===== src/hw/nv_access_pkg.sv =====
// constants and carrier types for the data eeprom access controller
//
// Behaviour
// - A read strobe with a held address loads the addressed byte into the data register in one access.
// - Every read stalls the processor for four cycles before the next instruction.
// - While a write runs, read strobes are ignored and address writes are discarded.
// - A write is timed by counting 26,368 cycles of the calibrated RC oscillator, about 3.3 ms.
// - A reset during a write lets the write run to completion.
// - The arm bit clears itself four cycles after being set; a program strobe counts only while it is set.
// - The program strobe bit clears itself when the write time has elapsed.
// - The mode field picks erase+write, erase only or write only, and is frozen during a write.
// - With the enable and global interrupts on, the ready interrupt is a level while no write runs.
package nv_access_pkg;
    localparam int ADDR_W = 12;
    localparam int ARM_CYCLES = 4;
    localparam int READ_STALL_CYCLES = 4;
    localparam int WRITE_STALL_CYCLES = 2;
    localparam int WRITE_RC_CYCLES = 26368;
    localparam logic [7:0] DATA_RESET = 8'h00;
    localparam logic [1:0] MODE_RESET = 2'h0;
    localparam int ADDR_HIGH_W = ADDR_W - 8;

    typedef enum logic [1:0] {
        mode_erase_write,
        mode_erase_only,
        mode_write_only,
        mode_reserved
    } prog_mode_t;

    // one write cycle toward the array
    typedef struct packed {
        logic [ADDR_W-1:0] addr;
        logic [7:0] data;
        prog_mode_t mode;
    } nv_cmd_t;

    // software side control strobes, each a one-cycle pulse
    typedef struct packed {
        logic addr_high_we;
        logic addr_low_we;
        logic data_we;
        logic ctrl_we;
        logic [7:0] wdata;
    } cpu_write_t;
endpackage


===== src/hw/eeprom_access_control.sv =====
// data eeprom access controller: address/data/control registers, read stall, timed write
`timescale 1ns/1ps
module eeprom_access_control #(
    parameter int WRITE_RC_COUNT = nv_access_pkg::WRITE_RC_CYCLES,
    parameter int ADDR_WIDTH = nv_access_pkg::ADDR_W
) (
    input wire logic clk, // 20 MHz core clock
    input wire logic reset, // synchronous, active high
    input wire logic rc_osc, // calibrated rc oscillator, asynchronous
    input wire logic global_irq_enable, // core global interrupt flag
    input wire nv_access_pkg::cpu_write_t cpu_wr, // software register writes
    input wire logic [7:0] array_rdata, // byte at array_addr, combinational from array
    output logic [nv_access_pkg::ADDR_W-1:0] array_addr, // linear byte address
    output nv_access_pkg::nv_cmd_t array_cmd, // write command contents
    output logic array_prog, // high while the array is being programmed
    output logic [7:0] nv_data_reg, // data register contents
    output logic [nv_access_pkg::ADDR_W-1:0] nv_address_reg, // address register
    output logic [1:0] program_mode_field, // mode field
    output logic program_arm_bit, // arm bit
    output logic program_strobe_bit, // program strobe, high while writing
    output logic ready_irq_enable, // interrupt enable bit
    output logic ready_irq, // level ready interrupt
    output logic cpu_stall // halts the core
);
    import nv_access_pkg::*;

    // elaboration checks: the counters below are sized for these limits only
    if (ADDR_WIDTH != ADDR_W || ADDR_W < 9 || ADDR_W > 16) begin
        $error("address width must match the package and split into two bytes");
    end
    if (WRITE_RC_COUNT < 1) begin
        $error("write time must be at least one oscillator cycle");
    end
    if (ARM_CYCLES < 1 || ARM_CYCLES > 8) begin
        $error("arm window does not fit its counter");
    end
    if (READ_STALL_CYCLES < 1 || READ_STALL_CYCLES > 7 || WRITE_STALL_CYCLES < 1
        || WRITE_STALL_CYCLES > 7) begin
        $error("stall lengths do not fit the stall counter");
    end

    // control write bit positions
    localparam int BIT_READ = 0;
    localparam int BIT_PROG = 1;
    localparam int BIT_ARM = 2;
    localparam int BIT_IRQ = 3;
    localparam int BIT_MODE = 4;
    // counter width follows the parameter, so a longer write time only widens rc_cnt_r
    localparam int RC_W = $clog2(WRITE_RC_COUNT + 1);
    localparam logic [RC_W-1:0] RC_LAST = RC_W'(WRITE_RC_COUNT - 1);
    localparam logic [2:0] ARM_LAST = 3'(ARM_CYCLES - 1);
    localparam logic [2:0] READ_STALL = 3'(READ_STALL_CYCLES);
    localparam logic [2:0] WRITE_STALL = 3'(WRITE_STALL_CYCLES);

    // internal state; all outputs but ready_irq and cpu_stall are one-cycle copies of it
    logic [ADDR_W-1:0] addr_r;
    logic [7:0] data_r;
    logic [1:0] mode_r;
    logic arm_r;
    logic [2:0] arm_cnt_r;
    logic busy_r;
    logic irq_en_r;
    logic [2:0] stall_cnt_r;
    logic rc_s1_r;
    logic rc_s2_r;
    logic rc_s3_r;
    logic [RC_W-1:0] rc_cnt_r;
    logic rc_tick;
    logic read_req;
    logic prog_req;
    logic write_done;

    // oscillator crosses by two flops; nothing but the second flop reads the first
    always_ff @(posedge clk) begin
        rc_s1_r <= rc_osc;
        rc_s2_r <= rc_s1_r;
    end

    // edge stage behind the synchroniser: one tick per rising oscillator edge
    always_ff @(posedge clk) begin
        rc_s3_r <= rc_s2_r;
    end
    assign rc_tick = rc_s2_r & ~rc_s3_r;

    // the array sees the address one cycle late, so software must leave at least one
    // cycle between the last address write and the read strobe
    assign read_req = cpu_wr.ctrl_we & cpu_wr.wdata[BIT_READ] & ~busy_r;
    assign prog_req = cpu_wr.ctrl_we & cpu_wr.wdata[BIT_PROG] & arm_r & ~busy_r;
    assign write_done = busy_r & rc_tick & (rc_cnt_r == RC_LAST);

    // address register; no reset value, kept through reset when busy
    always_ff @(posedge clk) begin
        if (!busy_r) begin
            if (cpu_wr.addr_high_we) begin
                addr_r[ADDR_W-1:8] <= cpu_wr.wdata[ADDR_HIGH_W-1:0];
            end
            if (cpu_wr.addr_low_we) begin
                addr_r[7:0] <= cpu_wr.wdata;
            end
        end
    end

    // data register: software write or captured read byte
    // a read strobe wins over a data write in the same cycle
    always_ff @(posedge clk) begin
        if (reset && !busy_r) begin
            data_r <= DATA_RESET;
        end else if (read_req) begin
            data_r <= array_rdata;
        end else if (cpu_wr.data_we && !busy_r) begin
            data_r <= cpu_wr.wdata;
        end
    end

    // write engine survives reset so a started write always completes
    // reset only clears an idle engine; the count restarts at zero on each strobe
    always_ff @(posedge clk) begin
        if (write_done) begin
            busy_r <= 1'b0;
            rc_cnt_r <= '0;
        end else if (busy_r) begin
            if (rc_tick) begin
                rc_cnt_r <= rc_cnt_r + 1'b1;
            end
        end else if (reset) begin
            busy_r <= 1'b0;
            rc_cnt_r <= '0;
        end else if (prog_req) begin
            busy_r <= 1'b1;
            rc_cnt_r <= '0;
        end
    end

    // mode field frozen while a write runs
    always_ff @(posedge clk) begin
        if (reset && !busy_r) begin
            mode_r <= MODE_RESET;
        end else if (cpu_wr.ctrl_we && !busy_r) begin
            mode_r <= cpu_wr.wdata[BIT_MODE+1:BIT_MODE];
        end
    end

    // the enable may change during a write; only the ready level is held off by busy
    always_ff @(posedge clk) begin
        if (reset) begin
            irq_en_r <= 1'b0;
        end else if (cpu_wr.ctrl_we) begin
            irq_en_r <= cpu_wr.wdata[BIT_IRQ];
        end
    end

    // arm window: a program strobe only counts within four cycles of arming
    // arming again restarts the window, since the set wins over expiry
    always_ff @(posedge clk) begin
        if (reset) begin
            arm_r <= 1'b0;
            arm_cnt_r <= '0;
        end else if (cpu_wr.ctrl_we && cpu_wr.wdata[BIT_ARM] && !cpu_wr.wdata[BIT_PROG]) begin
            arm_r <= 1'b1;
            arm_cnt_r <= '0;
        end else if (prog_req) begin
            arm_r <= 1'b0;
        end else if (arm_r) begin
            arm_cnt_r <= arm_cnt_r + 1'b1;
            if (arm_cnt_r == ARM_LAST) begin
                arm_r <= 1'b0;
            end
        end
    end

    // core stall: four cycles after a read, two after a write start
    always_ff @(posedge clk) begin
        if (reset) begin
            stall_cnt_r <= '0;
        end else if (read_req) begin
            stall_cnt_r <= READ_STALL;
        end else if (prog_req) begin
            stall_cnt_r <= WRITE_STALL;
        end else if (stall_cnt_r != 3'h0) begin
            stall_cnt_r <= stall_cnt_r - 1'b1;
        end
    end

    // stall is registered, so the core sees it from the cycle after the strobe
    always_ff @(posedge clk) begin
        if (reset) begin
            cpu_stall <= 1'b0;
        end else begin
            cpu_stall <= read_req | prog_req | (stall_cnt_r > 3'h1);
        end
    end

    // ready comes from busy through one flop, like the program strobe copy,
    // so with both interrupt enables on the two outputs agree, except in the cycle after a reset, which clears ready_irq but not the strobe copy
    always_ff @(posedge clk) begin
        if (reset) begin
            ready_irq <= 1'b0;
        end else begin
            ready_irq <= irq_en_r & global_irq_enable & ~busy_r;
        end
    end

    // array side: address, write contents and programming flag
    always_ff @(posedge clk) begin
        array_addr <= addr_r;
        array_cmd <= '{addr: addr_r, data: data_r, mode: prog_mode_t'(mode_r)};
        array_prog <= busy_r;
    end

    // register copies: not reset, so a write in flight keeps showing through a reset
    always_ff @(posedge clk) begin
        nv_data_reg <= data_r;
        nv_address_reg <= addr_r;
        program_mode_field <= mode_r;
    end

    // control bit copies
    always_ff @(posedge clk) begin
        program_arm_bit <= arm_r;
        program_strobe_bit <= busy_r;
        ready_irq_enable <= irq_en_r;
    end
endmodule


===== config.mk =====
export PLATFORM = sky130hd
export DESIGN_NAME = eeprom_access_control
export DESIGN_NICKNAME = d
export VERILOG_FILES = /design/src/hw/nv_access_pkg.sv /design/src/hw/eeprom_access_control.sv
export SDC_FILE = /design/constraint.sdc
export NUM_CORES = 1
export LEC_CHECK = 0
export BUFFER_PORTS_ARGS = -buffer_cell sky130_fd_sc_hd__buf_4
export CAP_MARGIN = 20
export CORE_MARGIN = 10
export CORE_UTILIZATION = 51
export CTS_CLUSTER_SIZE = 24
export DETAILED_ROUTE_END_ITERATION = 8
export PLACE_DENSITY = 0.79
export SLEW_MARGIN = 20
export SYNTH_ARGS = -nofsm -noshare
export SYNTH_HDL_FRONTEND = slang
export SYNTH_SLANG_ARGS = --single-unit

===== constraint.sdc =====
create_clock -name clk -period 1.95 [get_ports clk]
set_clock_uncertainty 0.1 [all_clocks]
set_input_delay 0.39 -clock clk [delete_from_list [all_inputs] [get_ports clk]]
set_output_delay 0.39 -clock clk [all_outputs]
set_load 0.1 [all_outputs]

==> flow_metrics.py, run 1 <==
metrics = {
    "synth": {
        "syn-num-nets": 296,
        "syn-cell-area_um2": 2910,
        "netlist_instances": 268,
        "synth_largest_area_cell": "dfxtp_1",
        "synth_top_area_share_pct": 44.02,
        "seq_area_frac_synth_pct": 56.41,
        "syn-mean-instance-area_um2": 10.86,
        "ys_types": 45,
        "synth.area.top_cells": "dfxtp_1 (44%), edfxtp_1 (12%), buf_4 (9.5%)",
        "ys_seq_elements": 76,
        "ys_warn_count": 0,
    },
    "sta": {
        "fmax_ghz": 0.5649,
        "finalSetupTns_ns": 0,
        "relSlewSlack_pct": 73.53,
        "finalSetupViolations": 0,
        "finalCritPeriodShare_pct": 90.79,
        "drv_slew": 0,
        "hold_slack_ns": 0.06139,
        "fin_crit_ns": 1.770,
        "tightest_slew_ns": 0.3955,
        "hold_viol": 0,
        "rsz0062_at_grt": "false",
    },
    "final_layout": {
        "area_delta_synth_final_pct": 21.67,
        "fin_nets": 355,
        "drive_gt1_share_pct": 34.34,
        "largest_reg_flops": 15,
        "diodes": 0,
        "stdcell_area_um2": 3541,
    },
    "worst_setup_path": {
        "crit_required_ns": 2.11,
        "slowest_delay_ns": 0.50,
        "r2r_slack_ns": 0.18,
        "crit_fanout": 23,
        "start_kind": "register",
        "r2r_end": "rc_cnt_r[13]",
        "cp_slowest_cell": "or4_1",
        "endpoint": "rc_cnt_r[13]",
        "cp.arrival_ns": 1.93,
        "worstReg2RegStart": "busy_r",
        "crit_chain": "and4b_4, nor3_4, buf_12, or4_1, a21oi_1",
        "startpoint": "busy_r",
        "end_kind": "register",
        "worstRegToRegCells": 5,
        "worstSetupPathType": "reg2reg",
    },
    "clock_network": {
        "ctsResizeCount": 0,
        "root_buffer": "clkbuf_8",
        "cts_buffers": 9,
        "clkTransAtPathRegs_ns": 0.07,
        "clock_latency_ns": 0.33,
        "clk_path_buf_depth": 2,
        "cts_hold_buf": 0,
        "cts_tree": "done",
        "clock-sinks": 76,
        "htreeDepth": 3,
        "cts_setup_buffers": 0,
    },
    "global_routing": {
        "grt_pass1_vias": 1906,
        "track_usage_pct": 12.93,
        "grt_max_degree": 24,
        "gr-total-overflow": 0,
        "antenna_found_initial": 0,
        "grt_pass1_wl_um": 9218,
    },
    "routing": {
        "drt_iter0_drc": 125,
        "ant_nets": 0,
        "routed_wl_um": 6110,
        "drcViolationCount": 0,
        "avgRoutedWirePerCell_um": 15.12,
        "drt_pass1_iterations": 4,
        "num_vias": 2069,
        "vias_per_cell": 5.121,
    },
    "power": {
        "p_int_w": 0.002638,
        "combPwrFrac_pct": 40.9,
        "p_leak_nw": 1.488,
        "p_switching_w": 0.002214,
        "ir_worst_vdd_mv": 0.8293,
        "power_w": 0.004852,
        "seqPwrFrac_pct": 39.0,
        "power.density_nw_per_um2": 1370,
        "clock_power_share_pct": 20.1,
        "switching_share_pct": 45.63,
    },
    "placed_design": {
        "gp_congestion": 0.7847,
        "dp.final_hpwl_um": 4742,
        "place_area_um2": 3381,
        "port_buffers": 85,
    },
    "floorplan": {
        "fp.dieW_um": 95.54,
        "fp-row-count": 27,
        "num_io_pins": 86,
        "core-area_um2": 5507,
        "die-area_um2": 9128,
        "start_util_pct": 52.85,
        "die_h_um": 95.54,
    },
    "run": {
        "maxCapViolCount": 0,
    },
    "outcome": {
        "status": "complete, no violations",
    },
    "min_path": {
        "min_path_type": "in2reg",
        "min_from": "rc_osc",
    },
}
## placed cells by master (no fill, tap or decap), drive strengths merged, types with 4 or more instances in the layout
master	instances
a211oi	9
a21oi	15
and3	4
buf	94
clkbuf	11
dfxtp	64
edfxtp	12
ha	4
mux2i	10
nand2	11
nand3	6
nor2	26
nor2b	4
o21ai	11
o31ai	5
or4	6
## Yosys cell counts
| library cell | instances |
|---|---|
| dfxtp_1 | 64 |
| buf_4 | 37 |
| nor2_1 | 26 |
| a21oi_1 | 14 |
| edfxtp_1 | 12 |
| nand2_1 | 11 |
| mux2i_1 | 10 |
| o21ai_0 | 10 |
| a211oi_1 | 8 |
| nand3_1 | 6 |
| o31ai_1 | 5 |
| or4_1 | 5 |
| and3_1 | 4 |
| ha_1 | 4 |
| nor2b_1 | 4 |
| a31oi_1 | 3 |
| and4_1 | 3 |
| buf_2 | 3 |
| buf_6 | 3 |
| clkbuf_1 | 3 |
| inv_1 | 3 |
| nand3b_1 | 3 |
| or3_1 | 3 |
| a32o_1 | 2 |
| nand2b_1 | 2 |
| a211oi_2 | 1 |
| a21bo_2 | 1 |
| a21oi_2 | 1 |
| a22oi_1 | 1 |
| and2_1 | 1 |
| and2b_1 | 1 |
| and3b_1 | 1 |
| and4b_4 | 1 |
| mux2_2 | 1 |
| nand4_1 | 1 |
| nand4b_1 | 1 |
| nor3_1 | 1 |
| nor3_4 | 1 |
| nor4_1 | 1 |
| nor4b_1 | 1 |
| o21a_1 | 1 |
| o21ai_1 | 1 |
| or2_0 | 1 |
| or4_4 | 1 |
| xor2_1 | 1 |
## worst max-delay path, delay by kind of cell, from the launching register on
| kind | cells | cell delay [ns] |
|---|---|---|
| AOI/OAI and AO/OA | 1 | 0.15 |
| buffers and inverters | 1 | 0.15 |
| DFF | 1 | 0.36 |
| and+or+nand+nor | 3 | 0.95 |
## how the worst min path moves through the flow
stage,end,depth (start not counted)
after floorplan,rc_s2_r,0
after global placement,rc_s2_r,0
after detailed placement,rc_s2_r,0
after CTS,rc_s1_r,1
after global routing,rc_s1_r,1
final,rc_s1_r,1
## metal layers
| metal | up-vias | part of all wire (%) | global-route usage [%] |
|---|---|---|---|
| li1 | 1035 | - | - |
| met3 | 10 | 11 | 4.713 |
| met5 | - | 0 | 0 |
| met2 | 78 | 48 | 21.33 |
| met1 | 946 | 40 | 14.35 |
| met4 | 0 | 1.4 | 6.634 |
## cell type report
cell class              count  area [um2]
clock buffers              11       131.4
clock inverters             5       28.78
fillers                   417        1966
inverters                   3       11.26
multi-input cells         143       919.6
flip-flops and latches     76        1642
well taps                  72       90.09
repair buffers             94       718.2
## power groups by stage
stage	registers (W)	logic, W	clock network, W
2_1_floorplan	0.00250	0.00112	0
3_3_place_gp	0.00192	0.00198	0
3_5_place_dp	0.00193	0.00199	0
4_1_cts	0.00190	0.00200	0.00101
5_1_grt	0.00192	0.00205	0.00107
6_report	0.00189	0.00198	0.000973
## cells by family after synthesis
group,after synthesis,share of synthesized area [%]
xor+xnor,1,0.3010
simple gates,79,15.18
buf+inv,49,11.99
flops,76,56.41
compound gates,48,10.58
mux,11,3.826
fa+ha+maj,4,1.720
## stage by stage
| stage | setup slack (ns) | utilization, % | instances |
|---|---|---|---|
| 2_1_floorplan | 0.08581 | - | 268 |
| 3_3_place_gp | 0.1452 | 61.40 | 388 |
| 3_5_place_dp | 0.1247 | 61.40 | 388 |
| 4_1_cts | 0.1881 | 64.30 | 404 |
| 5_1_grt | 0.09281 | 64.30 | 404 |
| 6_report | 0.1797 | 64.30 | 404 |
(Power assumes the default switching activity.)
==> run 2, diff against run 1 <==
==> constraint.sdc (replaced) <==
create_clock -name clk -period 1.95 [get_ports clk]
set_clock_uncertainty 0.1 [all_clocks]
set_input_delay 0.2925 -clock clk [delete_from_list [all_inputs] [get_ports clk]]
set_output_delay 0.2925 -clock clk [all_outputs]
set_load 0.1 [all_outputs]
==> flow_metrics.py, run 2 (synthesis gave the netlist of run 1 again) <==
metrics = {
    "outcome": {
        "status": "complete, no violations",
    },
    "final_layout": {
        "diodes": 0,
        "largest_reg_flops": 15,
        "stdcell_area_um2": 3576,
        "fin_nets": 357,
        "final_cell_mix": "buf_4 (94), dfxtp_1 (64), nor2_1 (26)",
        "drive_gt1_share_pct": 35.33,
        "area_delta_synth_final_pct": 22.87,
        "nFillCells": 437,
        "final_common_cell": "buf_4",
    },
    "placed_design": {
        "gp_congestion": 0.7992,
        "place_ws_ns": 0.1724,
        "place_area_um2": 3388,
        "port_buffers": 85,
        "dp.final_hpwl_um": 4909,
    },
    "clock_network": {
        "htreeDepth": 3,
        "cts_setup_buffers": 0,
        "clock_latency_ns": 0.34,
        "cts_tree": "done",
        "ctsResizeCount": 0,
        "clk_path_buf_depth": 2,
        "cts_buffers": 9,
        "cts_hold_buf": 1,
        "clkTransAtPathRegs_ns": 0.08,
        "clock-sinks": 76,
        "root_buffer": "clkbuf_8",
    },
    "worst_setup_path": {
        "worst-path-buf-inv": 1,
        "crit_fanout": 23,
        "path_depth": 5,
        "crit_chain": "and4b_4, nor3_4, buf_12, or4_1, a21oi_1",
        "cp_slowest_cell": "or4_1",
        "cp.arrival_ns": 1.96,
        "cp_top_family": "simple AND/OR/NAND/NOR gates",
        "end_kind": "register",
        "worstSetupPathType": "reg2reg",
        "worstRegToRegCells": 5,
        "r2r_end": "rc_cnt_r[13]",
        "worstReg2RegStart": "busy_r",
        "startpoint": "busy_r",
        "crit_required_ns": 2.11,
        "slowest_delay_ns": 0.50,
        "start_kind": "register",
        "r2r_slack_ns": 0.15,
    },
    "routing": {
        "drt_iter0_drc": 92,
        "drt_pass1_iterations": 4,
        "avgRoutedWirePerCell_um": 15.85,
        "vias_per_cell": 5.128,
        "num_vias": 2082,
        "drcViolationCount": 0,
        "routed_wl_um": 6434,
        "ant_nets": 0,
    },
    "sta": {
        "finalSetupViolations": 0,
        "finalCritPeriodShare_pct": 92.14,
        "rsz0062_at_grt": "false",
        "tightest_slew_ns": 0.4128,
        "relSlewSlack_pct": 72.38,
        "fin_crit_ns": 1.797,
        "finalSetupTns_ns": 0,
        "fmax_ghz": 0.5566,
        "layout_setup_ws_ns": 0.1533,
        "hold_viol": 0,
        "drv_slew": 0,
    },
    "global_routing": {
        "grt_pass1_wl_um": 9825,
        "grt_pass1_vias": 1965,
        "grt_max_degree": 24,
        "gr-total-overflow": 0,
        "antenna_found_initial": 0,
        "track_usage_pct": 13.58,
    },
    "power": {
        "p_leak_nw": 1.512,
        "ir_worst_vdd_mv": 0.9012,
        "power.density_nw_per_um2": 1386,
    },
    "floorplan": {
        "die-area_um2": 9128,
        "core-area_um2": 5507,
        "num_io_pins": 86,
        "start_util_pct": 52.85,
        "fp-row-count": 27,
        "die_h_um": 95.54,
        "fp.dieW_um": 95.54,
    },
    "min_path": {
        "min_from": "cpu_wr[7]",
        "min_to": "addr_r[7]",
        "min_path_type": "in2reg",
        "hold_path_depth": 1,
    },
    "run": {
        "maxCapViolCount": 0,
    },
}
run 2: how the worst max path moves through the flow:
stage | end | slack [ns]
5_1_grt | rc_cnt_r[11] | 0.08
2_1_floorplan | array_cmd[10] | 0.18
6_report | rc_cnt_r[13] | 0.15
4_1_cts | rc_cnt_r[13] | 0.15
3_3_place_gp | rc_cnt_r[14] | 0.20
3_5_place_dp | rc_cnt_r[13] | 0.17
run 2: cell type report:
cell class / instances / area [um2] / share of cell area, %
flip-flops and latches: 76 / 1642 / 45.91
multi-input cells: 143 / 919.6 / 25.72
inverters: 3 / 11.26 / 0.3149
clock inverters: 6 / 40.04 / 1.120
repair buffers: 96 / 735.7 / 20.57
well taps: 72 / 90.09 / 2.519
clock buffers: 10 / 137.6 / 3.849
run 2: per-stage QoR:
step	total power, W	hold slack (ns)	utilization, %	std cells
finish	0.004956	0.04046	64.94	406
global route	0.005137	0.03191	64.94	406
CTS	0.004989	0.03394	64.94	406
detailed placement	0.003937	0.2121	61.53	389
global placement	0.003906	0.2132	61.53	389
floorplan	0.003621	0.2096	-	268
run 2: layer usage:
metal,wire [um],global-route usage [%]
met1,2737,15.81
met2,3054,22.86
met3,569,4.478
met4,72,4.791
met5,0,0
run 2: report_power, final:
group          internal, W  total (W)  switching, W
Sequential         0.00179    0.00190      0.000110
Combinational     0.000403    0.00200       0.00160
Clock             0.000494    0.00106      0.000563
